===== src/core/rif_pkg.sv =====
// Package of offsets, field positions and defaults for the flag logic
package rif_pkg;
  // ****************************************************
  // Register map (byte addresses on the SRAM-style bus)
  // ****************************************************
  localparam logic [14:0] ADDR_FLAGS   = 15'h7ff0;  // Event flags, read clears
  localparam logic [14:0] ADDR_IRQ_EN  = 15'h7ff6;  // Interrupt enables
  localparam logic [14:0] ADDR_WD_CTRL = 15'h7ff7;  // Watchdog control
  localparam logic [14:0] ADDR_TEST    = 15'h7ffc;  // Holds frequency test bit
  localparam logic [14:0] ADDR_CTRL    = 15'h7ff8;  // Holds latch bits
  // ****************************************************
  // Field positions
  // ****************************************************
  localparam int FLAG_WD_BIT    = 7;  // Watchdog flag
  localparam int FLAG_ALARM_BIT = 6;  // Alarm flag
  localparam int FLAG_BATT_BIT  = 4;  // Battery low flag
  localparam int EN_ALARM_BIT   = 7;  // Alarm interrupt enable
  localparam int EN_BACKUP_BIT  = 5;  // Back-up alarm enable
  localparam int WD_ROUTE_BIT   = 7;  // Watchdog route select
  localparam int TEST_FT_BIT    = 6;  // Frequency test enable
  localparam int CTRL_W_BIT     = 7;  // Write latch
  localparam int CTRL_R_BIT     = 6;  // Read latch
  // ****************************************************
  // Defaults
  // ****************************************************
  localparam logic [7:0] BYTE_ZERO = 8'h00;  // Cleared byte
  // ****************************************************
  // Timing
  // ****************************************************
  localparam int CLK_PERIOD_NS   = 100;  // Clock period
  localparam int ADDR_STABLE_NS  = 15;   // Least address hold for clear
  localparam int ADDR_STABLE_CYC =
    (ADDR_STABLE_NS + CLK_PERIOD_NS - 1) / CLK_PERIOD_NS < 1 ? 1 :
    (ADDR_STABLE_NS + CLK_PERIOD_NS - 1) / CLK_PERIOD_NS;
  // ****************************************************
  // Power sequencing states
  // ****************************************************
  typedef enum logic [1:0] {
    RIF_PWR_OFF,
    RIF_PWR_CHECK,
    RIF_PWR_ON
  } rif_pwr_t;
endpackage


===== src/core/rif_sync2.sv =====
// Two flip-flop synchroniser for pin inputs
module rif_sync2 #(
  parameter int W = 1
) (
  // Clock and control
  input  wire logic         i_clk,
  input  wire logic         i_rstn,
  input  wire logic         i_ce,
  // Data
  input  wire logic [W-1:0] i_d,
  output logic      [W-1:0] o_q
);
  logic [W-1:0] meta_q;  // First stage, read only by second stage

  // Two stages, frozen with the clock enable
  always_ff @(posedge i_clk) begin
    if (!i_rstn) begin
      meta_q <= '0;
      o_q    <= '0;
    end else if (i_ce) begin
      meta_q <= i_d;
      o_q    <= meta_q;
    end
  end
endmodule


===== src/core/rif_hold_cnt.sv =====
// Counter that reports a level held for a least number of cycles
module rif_hold_cnt #(
  parameter int N = 1
) (
  // Clock and control
  input  wire logic i_clk,
  input  wire logic i_rstn,
  input  wire logic i_ce,
  // Level and result
  input  wire logic i_lvl,
  output logic      o_met
);
  localparam int CW = $clog2(N + 1);
  localparam logic [CW-1:0] CMAX = CW'(N);
  logic [CW-1:0] cnt_q;  // Cycles the level has stood

  // Count up while the level stands, saturate at the limit
  always_ff @(posedge i_clk) begin
    if (!i_rstn) begin
      cnt_q <= '0;
      o_met <= 1'b0;
    end else if (i_ce) begin
      if (!i_lvl) begin
        cnt_q <= '0;
        o_met <= 1'b0;
      end else if (cnt_q != CMAX) begin
        cnt_q <= cnt_q + CW'(1);
        o_met <= (cnt_q + CW'(1)) == CMAX;
      end
    end
  end
endmodule


===== src/core/rif_top.sv =====
// Interrupt, flag and power-state default logic of the clock/SRAM device
// Summary of operation
// - Alarm or watchdog events set their flags
// - Pin driven only by enabled interrupt sources or frequency test
// - Flags read clears alarm flag, releases pin
// - Pin released unless interrupt or test mode
// - Battery checked at every power-up
// - Battery low flag reads at D4
// - Battery low sticks until passing check
// - Check only with main supply present
// - Power-up clears enables, watchdog, latches, test
// - First power-up leaves other bits undefined
// - Later power-up keeps other bits unchanged
// - Power-down clears latches, test, watchdog; keeps enables
// - Back-up alarm needs both enable bits
// - Flags read also clears watchdog flag
// - Route select picks pin or reset pulse
// - Interrupt outranks frequency test output
module rif_top (
  // Clock, reset, enable
  input  wire logic        i_clk,
  input  wire logic        i_rstn,
  input  wire logic        i_ce,
  // SRAM-style bus pins (active low strobes)
  input  wire logic [14:0] i_addr,
  input  wire logic [7:0]  i_data,
  input  wire logic        i_ce_n,
  input  wire logic        i_oe_n,
  input  wire logic        i_we_n,
  output logic      [7:0]  o_data,
  output logic             o_data_oe,
  // Events from timekeeping logic (same clock)
  input  wire logic        i_alarm_evt,
  input  wire logic        i_wd_timeout,
  input  wire logic        i_ft_square,
  // Supply status pins
  input  wire logic        i_vcc_good,
  input  wire logic        i_batt_low,
  // Open-drain interrupt/test pin, enable high pulls low
  output logic             o_irq_freqtest_pin_o,
  output logic             o_irq_freqtest_pin_oe,
  // Watchdog reset request and control bits to the rest of the device
  output logic             o_wd_rst_pulse,
  output logic      [4:0]  o_wd_multiplier,
  output logic      [1:0]  o_wd_resolution,
  output logic             o_write_latch,
  output logic             o_read_latch
);
  // ****************************************************
  // Pin synchronisers
  // ****************************************************
  logic [14:0] addr_s;       // Synchronised address
  logic [7:0]  data_s;       // Synchronised write data
  logic [2:0]  strb_n_s;     // Synchronised strobes: ce, oe, we
  logic [1:0]  pwr_s;        // Synchronised vcc good, battery low

  rif_sync2 #(.W(15)) u_sync_addr (
    .i_clk  (i_clk),
    .i_rstn (i_rstn),
    .i_ce   (i_ce),
    .i_d    (i_addr),
    .o_q    (addr_s)
  );
  rif_sync2 #(.W(8)) u_sync_data (
    .i_clk  (i_clk),
    .i_rstn (i_rstn),
    .i_ce   (i_ce),
    .i_d    (i_data),
    .o_q    (data_s)
  );
  rif_sync2 #(.W(3)) u_sync_strb (
    .i_clk  (i_clk),
    .i_rstn (i_rstn),
    .i_ce   (i_ce),
    .i_d    ({i_ce_n, i_oe_n, i_we_n}),
    .o_q    (strb_n_s)
  );
  rif_sync2 #(.W(2)) u_sync_pwr (
    .i_clk  (i_clk),
    .i_rstn (i_rstn),
    .i_ce   (i_ce),
    .i_d    ({i_vcc_good, i_batt_low}),
    .o_q    (pwr_s)
  );

  wire vcc_ok    = pwr_s[1];   // Main supply present
  wire batt_weak = pwr_s[0];   // Comparator says battery weak

  // ****************************************************
  // Bus decode
  // ****************************************************
  wire rd_cyc = !strb_n_s[2] && !strb_n_s[1] && strb_n_s[0];
  wire wr_cyc = !strb_n_s[2] && !strb_n_s[0];
  logic wr_prev_q;             // Write strobe seen last cycle
  wire wr_stb = wr_cyc && !wr_prev_q && vcc_ok;   // One write per strobe

  // Address match decode, used for reads and writes
  function automatic logic hit(input logic [14:0] a, input logic [14:0] r);
    hit = (a == r);
  endfunction

  wire flag_sel  = hit(addr_s, rif_pkg::ADDR_FLAGS);
  wire wr_en_reg = wr_stb && hit(addr_s, rif_pkg::ADDR_IRQ_EN);
  wire wr_wd_reg = wr_stb && hit(addr_s, rif_pkg::ADDR_WD_CTRL);
  wire wr_test   = wr_stb && hit(addr_s, rif_pkg::ADDR_TEST);
  wire wr_ctrl   = wr_stb && hit(addr_s, rif_pkg::ADDR_CTRL);

  // Clear only after the address has stood at the flags location
  // in a read for the least hold; shorter glitches do nothing
  logic flag_rd_held;          // Hold met this cycle
  logic flag_rd_done_q;        // Clear already issued for this read
  rif_hold_cnt #(.N(rif_pkg::ADDR_STABLE_CYC)) u_hold (
    .i_clk  (i_clk),
    .i_rstn (i_rstn),
    .i_ce   (i_ce),
    .i_lvl  (rd_cyc && flag_sel && vcc_ok),
    .o_met  (flag_rd_held)
  );
  wire flag_clr = flag_rd_held && !flag_rd_done_q;

  // ****************************************************
  // Power sequencing
  // ****************************************************
  rif_pkg::rif_pwr_t pwr_q;    // Power state
  wire pwr_up   = (pwr_q == rif_pkg::RIF_PWR_OFF) && vcc_ok;
  wire pwr_down = (pwr_q != rif_pkg::RIF_PWR_OFF) && !vcc_ok;

  // Off until supply returns, one check cycle, then on
  always_ff @(posedge i_clk) begin
    if (!i_rstn) begin
      pwr_q <= rif_pkg::RIF_PWR_OFF;
    end else if (i_ce) begin
      unique case (pwr_q)
        rif_pkg::RIF_PWR_OFF:   if (vcc_ok) pwr_q <= rif_pkg::RIF_PWR_CHECK;
        rif_pkg::RIF_PWR_CHECK: pwr_q <= vcc_ok ? rif_pkg::RIF_PWR_ON
                                                : rif_pkg::RIF_PWR_OFF;
        rif_pkg::RIF_PWR_ON:    if (!vcc_ok) pwr_q <= rif_pkg::RIF_PWR_OFF;
      endcase
    end
  end

  // Battery check runs only in the check state, with main supply up
  wire batt_check = (pwr_q == rif_pkg::RIF_PWR_CHECK) && vcc_ok;

  // ****************************************************
  // Control registers
  // ****************************************************
  logic       alarm_irq_enable_q;     // Alarm interrupt enable
  logic       backup_alarm_enable_q;  // Alarm in back-up mode enable
  logic [7:0] wd_ctrl_q;              // Route, multiplier, resolution
  logic       freq_test_enable_q;     // Frequency test mode
  logic       wlatch_q;               // Write latch bit
  logic       rlatch_q;               // Read latch bit
  logic [5:0] en_other_q;             // Other bits of enable byte
  logic [6:0] test_other_q;           // Other bits of test byte
  logic [5:0] ctrl_other_q;           // Other bits of control byte

  // Kept bits: no reset, so first power-up leaves them undefined
  // and reset or a later power-up leaves them untouched
  always_ff @(posedge i_clk) begin
    if (i_ce) begin
      if (wr_en_reg) en_other_q <= {data_s[6], data_s[4:0]};
      if (wr_test) test_other_q <= {data_s[7], data_s[5:0]};
      if (wr_ctrl) ctrl_other_q <= data_s[5:0];
    end
  end

  // Defaulted bits: cleared at reset and power-up, selected at power-down
  always_ff @(posedge i_clk) begin
    if (!i_rstn || (i_ce && pwr_up)) begin
      alarm_irq_enable_q    <= 1'b0;
      backup_alarm_enable_q <= 1'b0;
      wd_ctrl_q             <= rif_pkg::BYTE_ZERO;
      freq_test_enable_q    <= 1'b0;
      wlatch_q              <= 1'b0;
      rlatch_q              <= 1'b0;
    end else if (i_ce && pwr_down) begin
      // Enables keep their value so the back-up alarm still works
      wd_ctrl_q          <= rif_pkg::BYTE_ZERO;
      freq_test_enable_q <= 1'b0;
      wlatch_q           <= 1'b0;
      rlatch_q           <= 1'b0;
    end else if (i_ce) begin
      if (wr_en_reg) begin
        alarm_irq_enable_q    <= data_s[rif_pkg::EN_ALARM_BIT];
        backup_alarm_enable_q <= data_s[rif_pkg::EN_BACKUP_BIT];
      end
      if (wr_wd_reg) wd_ctrl_q <= data_s;
      if (wr_test) freq_test_enable_q <= data_s[rif_pkg::TEST_FT_BIT];
      if (wr_ctrl) begin
        wlatch_q <= data_s[rif_pkg::CTRL_W_BIT];
        rlatch_q <= data_s[rif_pkg::CTRL_R_BIT];
      end
      // A reset-routed timeout clears the watchdog and enables
      if (i_wd_timeout && wd_ctrl_q[rif_pkg::WD_ROUTE_BIT]) begin
        wd_ctrl_q          <= rif_pkg::BYTE_ZERO;
        freq_test_enable_q <= 1'b0;
        alarm_irq_enable_q    <= 1'b0;
        backup_alarm_enable_q <= 1'b0;
      end
    end
  end

  wire wd_route = wd_ctrl_q[rif_pkg::WD_ROUTE_BIT];   // Watchdog route select

  // ****************************************************
  // Flags
  // ****************************************************
  logic alarm_flag_q;          // Alarm flag
  logic watchdog_flag_q;       // Watchdog flag
  logic battery_low_flag_q;    // Battery low flag
  logic wd_irq_q;              // Watchdog pin request, cleared by write

  // Events win over a read clear in the same cycle
  always_ff @(posedge i_clk) begin
    if (!i_rstn) begin
      alarm_flag_q    <= 1'b0;
      watchdog_flag_q <= 1'b0;
      wd_irq_q        <= 1'b0;
      flag_rd_done_q  <= 1'b0;
      wr_prev_q       <= 1'b0;
    end else if (i_ce) begin
      wr_prev_q      <= wr_cyc;
      flag_rd_done_q <= flag_rd_held;
      if (i_alarm_evt) alarm_flag_q <= 1'b1;
      else if (flag_clr) alarm_flag_q <= 1'b0;
      if (i_wd_timeout) watchdog_flag_q <= 1'b1;
      else if (flag_clr) watchdog_flag_q <= 1'b0;
      // Pin-routed timeout holds until a read or a watchdog write
      if (i_wd_timeout && !wd_route) wd_irq_q <= 1'b1;
      else if (flag_clr || wr_wd_reg) wd_irq_q <= 1'b0;
    end
  end

  // Battery flag has no reset: it must survive a reset or power-down
  always_ff @(posedge i_clk) begin
    if (i_ce && batt_check) begin
      battery_low_flag_q <= batt_weak;
    end
  end

  // ****************************************************
  // Pin and read data
  // ****************************************************
  wire backup   = (pwr_q != rif_pkg::RIF_PWR_ON);
  wire alarm_on = alarm_flag_q && alarm_irq_enable_q &&
                  (!backup || backup_alarm_enable_q);
  wire wd_on    = wd_irq_q && !wd_route && !backup;
  wire irq_on   = alarm_on || wd_on;
  // Test tone only in normal mode, with alarm interrupt disabled and watchdog on reset route or all zero
  wire ft_on    = freq_test_enable_q && !alarm_irq_enable_q && !backup &&
                  (wd_route || wd_ctrl_q == rif_pkg::BYTE_ZERO);
  wire pin_low  = irq_on || (ft_on && !i_ft_square);

  wire [7:0] flags_rd = {watchdog_flag_q, alarm_flag_q, 1'b0,
                         battery_low_flag_q, 4'h0};
  wire [7:0] en_rd    = {alarm_irq_enable_q, en_other_q[5],
                         backup_alarm_enable_q, en_other_q[4:0]};
  wire [7:0] test_rd  = {test_other_q[6], freq_test_enable_q,
                         test_other_q[5:0]};
  wire [7:0] ctrl_rd  = {wlatch_q, rlatch_q, ctrl_other_q};
  // Other addresses belong to the memory array and read as zero here
  wire [7:0] rd_mux =
    flag_sel                               ? flags_rd  :
    hit(addr_s, rif_pkg::ADDR_IRQ_EN)      ? en_rd     :
    hit(addr_s, rif_pkg::ADDR_WD_CTRL)     ? wd_ctrl_q :
    hit(addr_s, rif_pkg::ADDR_TEST)        ? test_rd   :
    hit(addr_s, rif_pkg::ADDR_CTRL)        ? ctrl_rd   :
                                             rif_pkg::BYTE_ZERO;

  // Registered outputs
  always_ff @(posedge i_clk) begin
    if (!i_rstn) begin
      o_data                <= rif_pkg::BYTE_ZERO;
      o_data_oe             <= 1'b0;
      o_irq_freqtest_pin_o  <= 1'b0;
      o_irq_freqtest_pin_oe <= 1'b0;
      o_wd_rst_pulse        <= 1'b0;
      o_wd_multiplier       <= 5'h0;
      o_wd_resolution       <= 2'h0;
      o_write_latch         <= 1'b0;
      o_read_latch          <= 1'b0;
    end else if (i_ce) begin
      o_data                <= rd_mux;
      o_data_oe             <= rd_cyc && vcc_ok;
      o_irq_freqtest_pin_o  <= 1'b0;
      o_irq_freqtest_pin_oe <= pin_low;
      o_wd_rst_pulse        <= i_wd_timeout && wd_route;
      o_wd_multiplier       <= wd_ctrl_q[6:2];
      o_wd_resolution       <= wd_ctrl_q[1:0];
      o_write_latch         <= wlatch_q;
      o_read_latch          <= rlatch_q;
    end
  end
endmodule


===== config.mk =====
export PLATFORM = sky130hd
export DESIGN_NAME = rif_top
export DESIGN_NICKNAME = d
export VERILOG_FILES = /design/src/core/rif_pkg.sv /design/src/core/rif_sync2.sv /design/src/core/rif_hold_cnt.sv /design/src/core/rif_top.sv
export SDC_FILE = /design/constraint.sdc
export NUM_CORES = 1
export LEC_CHECK = 0
export ABC_AREA = 1
export BUFFER_PORTS_ARGS = -buffer_cell sky130_fd_sc_hd__buf_2
export CELL_PAD_IN_SITES_DETAIL_PLACEMENT = 0
export CELL_PAD_IN_SITES_GLOBAL_PLACEMENT = 1
export CORE_MARGIN = 3
export CORE_UTILIZATION = 30
export CTS_CLUSTER_SIZE = 30
export DETAILED_ROUTE_END_ITERATION = 10
export PLACE_DENSITY = 0.57
export SYNTH_ARGS = -nofsm -noshare
export SYNTH_HDL_FRONTEND = slang
export SYNTH_SLANG_ARGS = --single-unit

===== constraint.sdc =====
create_clock -name i_clk -period 1.85 [get_ports i_clk]
set_input_delay 0.0925 -clock i_clk [delete_from_list [all_inputs] [get_ports i_clk]]
set_output_delay 0.0925 -clock i_clk [all_outputs]
set_load 0.03 [all_outputs]

-- Word-level counts from Yosys, hierarchy flattened
Cells that the tools add are included.
- $add $sub $neg: 1
- multipliers: 0
- div/mod/pow operators: 0
- $lt $le $gt $ge: 0
- equal/unequal tests: 11
- shifts and indexed selects: 0
- muxes and demuxes: 26
- bitwise operators: 1
- reductions and logical operators: 67
- operators by type and width (operator ; count):
    15-bit equality test (second input constant) ; 5
    8-bit 2-to-1 mux ; 7
    1-bit logical AND ; 29
    2-bit AND reduction ; 9
    1-bit 2-to-1 mux ; 15
    2-bit nonzero test ; 7
    1-bit logical NOT ; 11
    8-bit logical NOT ; 1
    1-bit logical OR ; 6
    2-bit 2-to-1 mux ; 3
    2-bit != test (second input constant) ; 3
    2-bit case mux with 3 select lines ; 1
    3-bit AND reduction ; 2
    2-bit by 1-bit equality test with 1-bit output (second input constant) ; 1
    2-bit equality test (second input constant) ; 1
    2-bit logical NOT ; 1
    2-bit by 1-bit != test with 1-bit output (second input constant) ; 1
    2-bit OR reduction ; 1
    1-bit adder (second input constant) ; 1
    1-bit NOT ; 1
- register bits after elaboration: 118
- bits in latches: 0
- RAM bits: 0
- ROM bits: 0
- input bits: 34
- output and inout port bits: 21
- logic and storage cells: 140
- memories: 0

-- Depth between registers and ports, before layout
Gate-level depths: netlist of run 1.
- word-level depth: 8
- gate-level depth with buffers: 11
- depth with buffers taken out: 11

-- Modules after synthesis
From an unflattened synthesis of run 1, not the netlist that was laid out.
- cells, all modules: 720
- area total of the unflattened synthesis: 5222.5 um^2
- by module, submodules not included (module ; times used ; cells each ; area an instance (um^2) ; seq. area each (um^2)):
    rif_top ; 1 ; 357 ; 2748.9 ; 1401.3
    rif_sync2 at u_sync_addr ; 1 ; 190 ; 1305.0 ; 600.6
    rif_sync2 at u_sync_data ; 1 ; 101 ; 674.4 ; 320.3
    rif_sync2 at u_sync_strb ; 1 ; 37 ; 256.5 ; 120.1
    rif_sync2 at u_sync_pwr ; 1 ; 25 ; 166.4 ; 80.1
    rif_hold_cnt ; 1 ; 10 ; 71.3 ; 40.0

-- Least setup slack after synthesis of run 1
Ideal clock, no wire load.
- path type: register -> register
- start point: register u_sync_addr.o_q[5]
- end point: register en_other_q[0] (enable)
- library setup time: 350 ps
- data arrival time: 1188 ps
- data required time: 1500 ps
- slack: 312 ps
- cell stages (with the launch flop): 7
- buffers on the path: 0
- period minus slack after synthesis: 1538 ps
- cell sequence: dfxtp_1 -> nand2_1 -> nor2_4 -> nand3b_4 -> nor3_2 -> nand2_1 -> nor2_1
- longest elaborated chain between the ends: 3
- RTL lines (element ; line ; text):
    from (decl) ; rif_sync2.sv:11 ; output logic [W-1:0] o_q
    from (signal assigned) ; rif_sync2.sv:22 ; o_q <= meta_q;
    15-bit equality test ; rif_top.sv:99 ; hit = (a == r);
    1-bit logical AND ; rif_top.sv:103 ; wire wr_en_reg = wr_stb && hit(addr_s, rif_pkg::ADDR_IRQ_EN);
    2-bit AND reduction (no line) ; -- ;
    to (signal assigned) ; rif_top.sv:162 ; if (wr_en_reg) en_other_q <= {data_s[6], data_s[4:0]};
    to (decl) ; rif_top.sv:154 ; logic [5:0] en_other_q;
No other way between the ends.
A chain may end at the register's enable or synchronous reset.

-- Worst setup path after layout of run 1
- start point: register pwr_q[1]
- end point: register rlatch_q
- longest elaborated chain between the ends: 5
- elaborated cells between the ends (all ways): 8
- classes of those cells: 8 x reduce/logical
- RTL lines (element ; line ; text):
    from (decl) ; rif_top.sv:124 ; rif_pkg::rif_pwr_t pwr_q;
    from (signal assigned) ; rif_top.sv:131 ; pwr_q <= rif_pkg::RIF_PWR_OFF;
    from (signal assigned) ; rif_top.sv:134 ; rif_pkg::RIF_PWR_OFF: if (vcc_ok) pwr_q <= rif_pkg::RIF_PWR_CHECK;
    from (signal assigned) ; rif_top.sv:135 ; rif_pkg::RIF_PWR_CHECK: pwr_q <= vcc_ok ? rif_pkg::RIF_PWR_ON
    2-bit logical NOT ; rif_top.sv:125 ; wire pwr_up = (pwr_q == rif_pkg::RIF_PWR_OFF) && vcc_ok;
    1-bit logical AND ; rif_top.sv:125 ;
    1-bit logical AND ; rif_top.sv:170 ; if (!i_rstn || (i_ce && pwr_up)) begin
    1-bit logical OR ; rif_top.sv:170 ;
    2-bit OR reduction (no line) (*) ; -- ;
    to (signal assigned) ; rif_top.sv:192 ; rlatch_q <= data_s[rif_pkg::CTRL_R_BIT];
    to (decl) ; rif_top.sv:153 ; logic rlatch_q;
Every way passes the cells marked *; elsewhere a longest branch is shown, timed or not.

==> impl_metrics.json, run 1 <==
{
  "outcome": "finished clean",
  "max-slew-margin-rel": 0.641,
  "total_track_usage": 0.147,
  "port-buffer-count": 53,
  "via_count": 4094,
  "sequence_of_cells_on_the_critical_path": "inv_1 > ha_1 > nand3_1 > nand2_1 > inv_1 > nand2_1 > o21bai_1 > a21oi_1",
  "crit_path_start_kind": "flop",
  "synth_area_in_adders": 0.00776,
  "unrepaired_setup_endpoints_after_global_routing": "false",
  "fin_worst_hold_slack_ns": 0.0746,
  "worst_hold_startpoint": "i_rstn",
  "fp.dieArea_um2": 17700,
  "mostFrequentLayoutCell": "nor2_1",
  "synth_edf_count": 20,
  "cp_top_family": "simple AND/OR/NAND/NOR gates",
  "yosysSeqAreaShare": 0.530,
  "cts_bufs_inserted": 17,
  "synth_seq_cells": 118,
  "cts-root-to-sink-buffers": 2,
  "reg2reg_depth": 8,
  "reg2reg_from": "pwr_q[1]",
  "yosys.area_share.simple": 0.247,
  "grt_first_pass_wirelength_um": 20500,
  "syn_inst": 602,
  "area_post_placement_um2": 5300,
  "main_combinational_cell_family_by_area_after_synthesis": "simple AND/OR/NAND/NOR gates",
  "post_synth_xor_area_fraction": 0,
  "min_tclk_post_route_ns": 1.64,
  "buffers_plus_inverters_on_the_worst_setup_path": 2,
  "drt-total-wl_um": 12300,
  "final_cell_mix": "134 x nor2_1, 98 x dfxtp_1, 81 x nand2_1, 80 x o21ai_0, 53 x buf_2",
  "critical_path.slowest_cell": "dfxtp_1",
  "worst_pin_slew_ns": 0.539,
  "critical_path.endpoint_type": "flop",
  "worst-setup-path-type": "flop to flop",
  "antenna_found_initial": 0,
  "crit_path_max_fanout": 11,
  "power_density_nw_per_um2": 1070,
  "cts_tree": "done",
  "first_global_vias": 3970,
  "reg2reg_to": "rlatch_q",
  "synthToLayoutAreaGrowth_pct": 28.0,
  "max_cap_violations": 0,
  "std_cell_rows": 45,
  "antenna_violating_nets_post_route": 0,
  "pin_count": 55,
  "start_util": 0.312,
  "maxSlewViolCount": 0,
  "firstDrtPassIters": 4,
  "synth_nets": 639,
  "num_antenna_cells": 0,
  "top_ff_cell_synth": "dfxtp_1",
  "place.detailed.hpwl_um": 8610,
  "hold_buffers_post_cts": 30,
  "worstPathRequired_ns": 2.19,
  "fin_util": 0.400,
  "worst_clock_skew_ns": 0.00583,
  "die_x_um": 133,
  "synth_async_sr_flop_share": 0,
  "drc": 0,
  "finalInstanceArea_um2": 6190,
  "fill_cells": 1606,
  "clk-insertion-delay-late_ns": 0.41,
  "routabilityCongestion": 0.811,
  "cellLeakagePower_uw": 0.00260,
  "grt_start_max_net_pins": 53,
  "worst_hold_check_path_type": "input port to flop",
  "finalHoldViolCount": 0,
  "die_h_um": 133,
  "setup-tns-final_ns": 0,
  "vdd.ir_drop.worst_v": 0.000835,
  "cts.sinks": 118,
  "post_route_cells_drive_above_1_share": 0.169,
  "path_clk_slew_ns": 0.05,
  "worstHoldPathCells": 3,
  "drt_iter0_markers": 216,
  "period_share": 0.888,
  "cts_root_buf": "clkbuf_16",
  "cts_setup_buffers": 0,
  "synth.mux.area_fraction": 0,
  "post_cts.resized_instances": 0,
  "timing.reg2reg.setup_slack_ns": 0.21,
  "synth_area_um2": 4840,
  "post_synthesis_compound_gate_area_fraction": 0.149,
  "timing.final.setup_violations": 0,
  "detail_route.wl_per_cell_um": 13.5,
  "critical_path_arrival_ns": 1.98,
  "max_stage_delay_ns": 0.36,
  "nets": 721,
  "critical_path_start": "pwr_q[1]",
  "yosys_warnings": 0,
  "cts_htree_levels": 4,
  "min_to": "o_wd_multiplier[2]",
  "post_drt_via_cell_ratio": 4.51,
  "gr-total-overflow": 0,
  "yosys.cell_types.count": 36,
  "core-area_um2": 15500,
  "synth.avg_cell_area_um2": 8.04,
  "achievable-frequency_mhz": 608
}
==> kinds of logic after synthesis <==
kind of cell             count (synthesis)
flip-flops                             118
buffers and inverters                   74
AO/OA/AOI/OAI                          138
AND/OR/NAND/NOR                        268
adder cells (fa/ha/maj)                  3
other                                    1
==> stage by stage <==
step                power [µW]  setup WS, ns  std cells
CTS                       6700         0.223        908
finish                    6600         0.206        908
global route              6880        0.0827        908
global placement          3270         0.257        846
floorplan                 3130         0.312        602
detailed placement        3270         0.251        846
==> layer usage <==
layer,wire [µm],up-vias,global-route usage
met5,0,-,0
met4,129,0,0.0502
met3,608,12,0.0445
met2,5160,79,0.213
met1,6380,1867,0.206
li1,-,2136,-
==> final cells by class <==
| type | count | area, µm² | area share |
|---|---|---|---|
| clock buffer | 21 | 440 | 0.0711 |
| clock inverter | 11 | 156 | 0.0253 |
| inverter | 44 | 168 | 0.0271 |
| multi-input combinational | 410 | 1960 | 0.317 |
| sequential | 118 | 2560 | 0.414 |
| tap | 211 | 264 | 0.0426 |
| timing repair buffer | 93 | 641 | 0.103 |
==> tightest hold or removal path, stage by stage <==
cell and delay [ns]:
buf_2 0.19, o21ai_0 0.11, a21oi_1 0.04
==> worst max path at each step <==
stage | to | cells past startpoint
after detailed placement | wlatch_q | 8
after global placement | rlatch_q | 8
final | rlatch_q | 8
after global routing | backup_alarm_enable_q | 9
after floorplan | en_other_q[0] | 6
after CTS | rlatch_q | 8
==> power by group <==
part | switching, µW | internal, µW | total [µW]
combinational | 284 | 181 | 466
clock | 1100 | 2230 | 3340
sequential | 72.8 | 2730 | 2800
total | 1460 | 5140 | 6600
==> sequential cells by signal (all words and copies together) (netlist names), 3 cells and up <==
signal              flops
o_data                  8
u_sync_addr.meta_q     15
test_other_q            7
u_sync_strb.o_q         3
u_sync_data.o_q         8
en_other_q              6
ctrl_other_q            6
u_sync_data.meta_q      8
u_sync_addr.o_q        15
o_wd_multiplier         5
wd_ctrl_q               8
u_sync_strb.meta_q      3
==> cell usage after synthesis, types with 2 or more instances <==
library cell | n | share of area
nor2_2 | 3 | 0.0039
nor3_1 | 2 | 0.0021
o21ai_0 | 80 | 0.083
clkbuf_1 | 21 | 0.016
ha_1 | 3 | 0.0078
nand2_1 | 81 | 0.063
buf_6 | 3 | 0.0070
edfxtp_1 | 20 | 0.12
nand3_1 | 25 | 0.026
o21ai_1 | 8 | 0.0083
nor2_1 | 134 | 0.10
a21oi_1 | 42 | 0.043
o21bai_1 | 2 | 0.0031
dfxtp_1 | 98 | 0.41
inv_2 | 2 | 0.0016
nand4_1 | 3 | 0.0039
a21oi_2 | 2 | 0.0036
inv_1 | 40 | 0.031
nand2_2 | 6 | 0.0078
nor2_4 | 4 | 0.0093
buf_2 | 3 | 0.0031
buf_4 | 2 | 0.0031
nor3_2 | 5 | 0.010
Power figures use the tool's default switching activity.
==> run 2, diff against run 1 <==
--- a/config.mk
+++ b/config.mk
@@ -10,10 +10,10 @@
 export CELL_PAD_IN_SITES_DETAIL_PLACEMENT = 0
 export CELL_PAD_IN_SITES_GLOBAL_PLACEMENT = 1
 export CORE_MARGIN = 3
-export CORE_UTILIZATION = 30
+export CORE_UTILIZATION = 43
 export CTS_CLUSTER_SIZE = 30
 export DETAILED_ROUTE_END_ITERATION = 10
-export PLACE_DENSITY = 0.57
+export PLACE_DENSITY = 0.78
 export SYNTH_ARGS = -nofsm -noshare
 export SYNTH_HDL_FRONTEND = slang
 export SYNTH_SLANG_ARGS = --single-unit
==> run 2 against run 1 <==
- global-route usage increased by 3.9 points
- core utilization increased by 16 points
- largest power group unchanged
- wire length fell by 8.0%
- clock power decreased by 6.9%
- non-clock buffer count is the same
- highest routed layer unchanged
- critical path depth grew 1
- final cell count down 7.9%
==> impl_metrics.json, run 2 (synthesized netlist as in run 1, its figures left out) <==
{
  "critical_path_start": "u_sync_addr.o_q[1]",
  "nets": 721,
  "cts_root_buf": "clkbuf_16",
  "buffers_plus_inverters_on_the_worst_setup_path": 2,
  "die_h_um": 112,
  "first_global_vias": 3833,
  "critical_path.endpoint_type": "flop",
  "reg2reg_depth": 9,
  "gr-total-overflow": 0,
  "final_non_filler_cells": 836,
  "worstPathRequired_ns": 2.16,
  "worst-setup-path-type": "flop to flop",
  "hold_buffers_post_cts": 30,
  "clk-insertion-delay-late_ns": 0.41,
  "outcome": "finished clean",
  "cts_htree_levels": 4,
  "critical_path.slowest_cell": "dfxtp_1",
  "cts_bufs_inserted": 17,
  "drt_iter0_markers": 249,
  "grt_start_max_net_pins": 83,
  "cellInternalPower_uw": 4930,
  "cp_top_family": "simple AND/OR/NAND/NOR gates",
  "sequence_of_cells_on_the_critical_path": "inv_1 > nor3_1 > nand2_2 > o21ai_1 > nand2_1 > clkinv_1 > nand2_1 > nand2_1 > nor2_1",
  "maxSlewViolCount": 0,
  "num_antenna_cells": 0,
  "die_x_um": 112,
  "worstHoldPathCells": 6,
  "period_share": 0.857,
  "dp_cells": 775,
  "fp.dieArea_um2": 12600,
  "critical-path-top-cell-by-count": "nand2_1",
  "port-buffer-count": 53,
  "total_track_usage": 0.185,
  "max_stage_delay_ns": 0.37,
  "grt_first_pass_wirelength_um": 18700,
  "antenna_found_initial": 0,
  "comb_power_share": 0.074,
  "reg2reg_to": "backup_alarm_enable_q",
  "power.total_uw": 6380,
  "finalHoldViolCount": 0,
  "drt-total-wl_um": 11300,
  "antenna_violating_nets_post_route": 0,
  "pin_count": 55,
  "power_density_nw_per_um2": 1050,
  "power_switching_share": 0.227,
  "reg2reg_from": "u_sync_addr.o_q[1]",
  "min_to": "o_irq_freqtest_pin_oe",
  "post_drt_via_cell_ratio": 4.94,
  "achievable-frequency_mhz": 630,
  "net-switching-power_uw": 1450,
  "final_cell_mix": "134 x nor2_1, 98 x dfxtp_1, 81 x nand2_1, 80 x o21ai_0, 53 x buf_2",
  "path_clk_slew_ns": 0.06,
  "crit_path_start_kind": "flop",
  "critical_path_arrival_ns": 1.90,
  "detail_route.wl_per_cell_um": 13.5,
  "fin_worst_hold_slack_ns": 0.0900,
  "timing.final.setup_violations": 0,
  "cts_setup_buffers": 0,
  "cellLeakagePower_uw": 0.00259,
  "setup-tns-final_ns": 0,
  "post_route_cells_drive_above_1_share": 0.172,
  "crit_path_max_fanout": 11,
  "place.detailed.hpwl_um": 7400,
  "cts.sinks": 118,
  "unrepaired_setup_endpoints_after_global_routing": "false",
  "post_cts.resized_instances": 0,
  "core-area_um2": 10900,
  "vdd.ir_drop.worst_v": 0.000559,
  "largestRegisters": "u_sync_addr.meta_q (15), u_sync_addr.o_q (15)",
  "clkPwrFrac": 0.488,
  "worst_hold_check_path_type": "input port to flop",
  "firstDrtPassIters": 4,
  "synthToLayoutAreaGrowth_pct": 26.1,
  "min_tclk_post_route_ns": 1.59,
  "worst_clock_skew_ns": 0.0138,
  "routabilityCongestion": 0.829,
  "area_post_placement_um2": 5230,
  "finalInstanceArea_um2": 6100,
  "std_cell_rows": 38,
  "cts_tree": "done",
  "cts-root-to-sink-buffers": 2,
  "timing.reg2reg.setup_slack_ns": 0.26,
  "mostFrequentLayoutCell": "nor2_1",
  "pwr-share-seq": 0.439,
  "max_cap_violations": 0,
  "start_util": 0.442,
  "via_count": 4134,
  "worst_hold_startpoint": "i_ft_square",
  "drc": 0
}
-- run 2: cell count changes in the layout (fill, tap and decap cells not counted) --
cell	delta
bufinv_16	-3
clkbuf_8	+3
buf_12	+2
buf_4	-2
clkinv_1	-2
clkbuf_1	-1
clkbuf_16	+1
clkinv_2	-1
clkinv_4	+1
clkinvlp_4	+1
inv_4	+1
inv_6	-1
-- run 2: area by class of cell --
cell class / count / area (µm²)
Clock inverter: 7 / 67.6
Inverter: 44 / 168
Sequential cell: 118 / 2560
Tap cell: 140 / 175
Timing Repair Buffer: 93 / 666
Clock buffer: 24 / 503
Multi-Input combinational cell: 410 / 1960
Fill cell: 1038 / 4830
-- run 2: worst max path at each step --
stage          cells past startpoint                     to  slack (ns)
6_report                           9  backup_alarm_enable_q        0.26
5_1_grt                            9  backup_alarm_enable_q        0.07
4_1_cts                            9  backup_alarm_enable_q        0.26
3_5_place_dp                       9  backup_alarm_enable_q        0.28
3_3_place_gp                       7          en_other_q[2]        0.33
2_1_floorplan                      6          en_other_q[0]        0.31
-- run 2: per-stage QoR --
stage	worst slack, ns	util
after floorplan	0.312	-
after global placement	0.326	0.478
after detailed placement	0.282	0.478
after CTS	0.262	0.558
after global routing	0.0673	0.558
final	0.264	0.558
-- run 2: power groups by stage --
stage | registers [µW] | logic (µW) | clock network (µW)
after global placement | 2840 | 415 | 0
after CTS | 2800 | 471 | 3170
after detailed placement | 2850 | 420 | 0
after global routing | 2810 | 529 | 3290
after floorplan | 2850 | 275 | 0
final | 2800 | 470 | 3110
-- run 2: worst min-delay path: stages --
cell,delay (ns)
buf_2,0.09
nor2_1,0.03
nand3_1,0.07
nand3_1,0.06
nand2_1,0.06
a31oi_1,0.06
-- run 2: metal layers --
metal	share of wire	wire, µm	vias to the layer above	track usage
li1	-	-	2126	-
met1	0.50	5600	1906	0.259
met2	0.45	5130	90	0.278
met3	0.039	445	12	0.0550
met4	0.011	122	0	0.0561
met5	0	0	-	0
==> run 3, diff against run 2 <==
--- a/config.mk
+++ b/config.mk
@@ -10,10 +10,11 @@
 export CELL_PAD_IN_SITES_DETAIL_PLACEMENT = 0
 export CELL_PAD_IN_SITES_GLOBAL_PLACEMENT = 1
 export CORE_MARGIN = 3
-export CORE_UTILIZATION = 43
+export CORE_UTILIZATION = 45
+export CTS_BUF_LIST = sky130_fd_sc_hd__clkbuf_4 sky130_fd_sc_hd__clkbuf_8
 export CTS_CLUSTER_SIZE = 30
 export DETAILED_ROUTE_END_ITERATION = 10
-export PLACE_DENSITY = 0.78
+export PLACE_DENSITY = 0.81
 export SYNTH_ARGS = -nofsm -noshare
 export SYNTH_HDL_FRONTEND = slang
 export SYNTH_SLANG_ARGS = --single-unit
==> run 3 against run 2 <==
- design area fell by 3.6%
- wire length fell by 2.4%
- register-to-register slack barely moved
- critical path type unchanged
- critical endpoint unchanged
- highest routed layer unchanged
==> impl_metrics.json, run 3 (synthesized netlist as in run 1, its figures left out) <==
{
  "grt_first_pass_wirelength_um": 18400,
  "first_global_vias": 3839,
  "final_cell_mix": "134 x nor2_1, 98 x dfxtp_1, 81 x nand2_1, 80 x o21ai_0, 53 x buf_2",
  "antenna_found_initial": 0,
  "firstDrtPassIters": 4,
  "die_x_um": 110,
  "port-buffer-count": 53,
  "core-area_um2": 10400,
  "outcome": "finished clean",
  "worst_hold_check_path_type": "input port to flop",
  "place.detailed.hpwl_um": 7450,
  "cts_root_buf": "clkbuf_8",
  "die_h_um": 110,
  "worst_pin_slew_ns": 0.516,
  "finalHoldViolCount": 0,
  "grt.met1_usage": 0.273,
  "path_clk_slew_ns": 0.07,
  "std_cell_rows": 37,
  "fp.dieArea_um2": 12000,
  "crit_path_start_kind": "flop",
  "worstPathRequired_ns": 2.17,
  "max_stage_delay_ns": 0.36,
  "antenna_violating_nets_post_route": 0,
  "maxSlewViolCount": 0,
  "worst_clock_skew_ns": 0.00843,
  "cts-root-to-sink-buffers": 2,
  "routabilityCongestion": 0.805,
  "crit_path_max_fanout": 11,
  "setup-tns-final_ns": 0,
  "power_density_nw_per_um2": 925,
  "worst-setup-path-type": "flop to flop",
  "mostFrequentLayoutCell": "nor2_1",
  "num_antenna_cells": 0,
  "cellLeakagePower_uw": 0.00250,
  "pin_count": 55,
  "cp_top_family": "simple AND/OR/NAND/NOR gates",
  "sequence_of_cells_on_the_critical_path": "inv_1 > nor3_1 > nand2_2 > o21ai_1 > nand2_1 > clkinv_1 > nand2_1 > nand2_1 > nor2_1",
  "cts.sinks": 118,
  "largestRegisters": "u_sync_addr.meta_q (15), u_sync_addr.o_q (15)",
  "nets": 721,
  "critical_path_arrival_ns": 1.92,
  "gr-total-overflow": 0,
  "met3_usage": 0.0423,
  "buffers_plus_inverters_on_the_worst_setup_path": 2,
  "cts_htree_levels": 4,
  "post_route_cells_drive_above_1_share": 0.172,
  "global_route.peak_usage_layer": "met2",
  "power.total_uw": 5440,
  "vdd.ir_drop.worst_v": 0.000487,
  "reg2reg_depth": 9,
  "synthToLayoutAreaGrowth_pct": 21.6,
  "start_util": 0.467,
  "drt-total-wl_um": 11000,
  "grt_start_max_net_pins": 66,
  "critical_path.slowest_cell": "dfxtp_1",
  "unrepaired_setup_endpoints_after_global_routing": "false",
  "max-slew-margin-rel": 0.656,
  "detail_route.wl_per_cell_um": 13.2,
  "clk-insertion-delay-late_ns": 0.42,
  "max_cap_violations": 0,
  "total_track_usage": 0.198,
  "timing.final.setup_violations": 0,
  "critical_path_cell_count": 9,
  "drt_iter0_markers": 183,
  "cts_bufs_inserted": 17,
  "met2_usage": 0.303,
  "post_cts.resized_instances": 0,
  "post_drt_via_cell_ratio": 4.89,
  "worstHoldPathCells": 3,
  "via_count": 4074,
  "drc": 0,
  "achievable-frequency_mhz": 625,
  "min_tclk_post_route_ns": 1.60,
  "period_share": 0.865,
  "critical-path-top-cell-by-count": "nand2_1",
  "critical_path.endpoint_type": "flop",
  "cts_tree": "done"
}
==> run 3: path summary, 6_finish.rpt <==
kind | startpoint | to | slack (ns)
max | u_sync_addr.o_q[1] | backup_alarm_enable_q | 0.25
min | i_rstn | o_wd_multiplier[2] | 0.03
max reg2reg | u_sync_addr.o_q[1] | backup_alarm_enable_q | 0.25
min reg2reg | u_sync_data.o_q[7] | test_other_q[6] | 0.44
==> run 3: report_power, final <==
| part | internal [µW] | total, µW | switching [µW] |
|---|---|---|---|
| Combinational | 186 | 466 | 280 |
| Clock | 1210 | 2180 | 969 |
| Sequential | 2720 | 2790 | 72.0 |
| Total | 4120 | 5440 | 1320 |
==> run 3: per-layer routing <==
layer | part of all wire | vias up
li1 | - | 2130
met1 | 0.50 | 1853
met2 | 0.45 | 76
met3 | 0.038 | 15
met4 | 0.013 | 0
met5 | 0 | -
==> run 3: cell type report <==
class                           instances  area [µm²]
Clock buffer                           20         256
Clock inverter                         12         111
Fill cell                             994        4490
Inverter                               44         168
Multi-Input combinational cell        410        1960
Sequential cell                       118        2560
Tap cell                              136         170
Timing Repair Buffer                   93         653
==> run 3: repair_timing <==
| item | 4_1_cts | 5_1_grt |
|---|---|---|
| endpoints found under the hold margin | 31 | 0 |
| endpoints found under the setup margin | 0 | 0 |
| buffers inserted | 0 | 0 |
| hold buffers | 30 | 0 |
==> run 3: stage by stage <==
stage / hold WS (ns) / util / std cells / setup slack (ns) / area (µm²)
5_1_grt: 0.0222 / 0.567 / 833 / 0.146 / 5880
3_5_place_dp: 0.320 / 0.503 / 771 / 0.278 / 5220
2_1_floorplan: 0.227 / - / 602 / 0.312 / 4840
6_report: 0.0296 / 0.567 / 833 / 0.251 / 5880
3_3_place_gp: 0.313 / 0.503 / 771 / 0.331 / 5220
4_1_cts: 0.00884 / 0.567 / 833 / 0.270 / 5880
==> run 3: worst reg2reg max path, cell delays in order, from the launching register on <==
cell      delay [ns]
dfxtp_1         0.36
inv_1           0.10
nor3_1          0.36
nand2_2         0.22
o21ai_1         0.17
nand2_1         0.08
clkinv_1        0.08
nand2_1         0.05
nand2_1         0.05
nor2_1          0.03
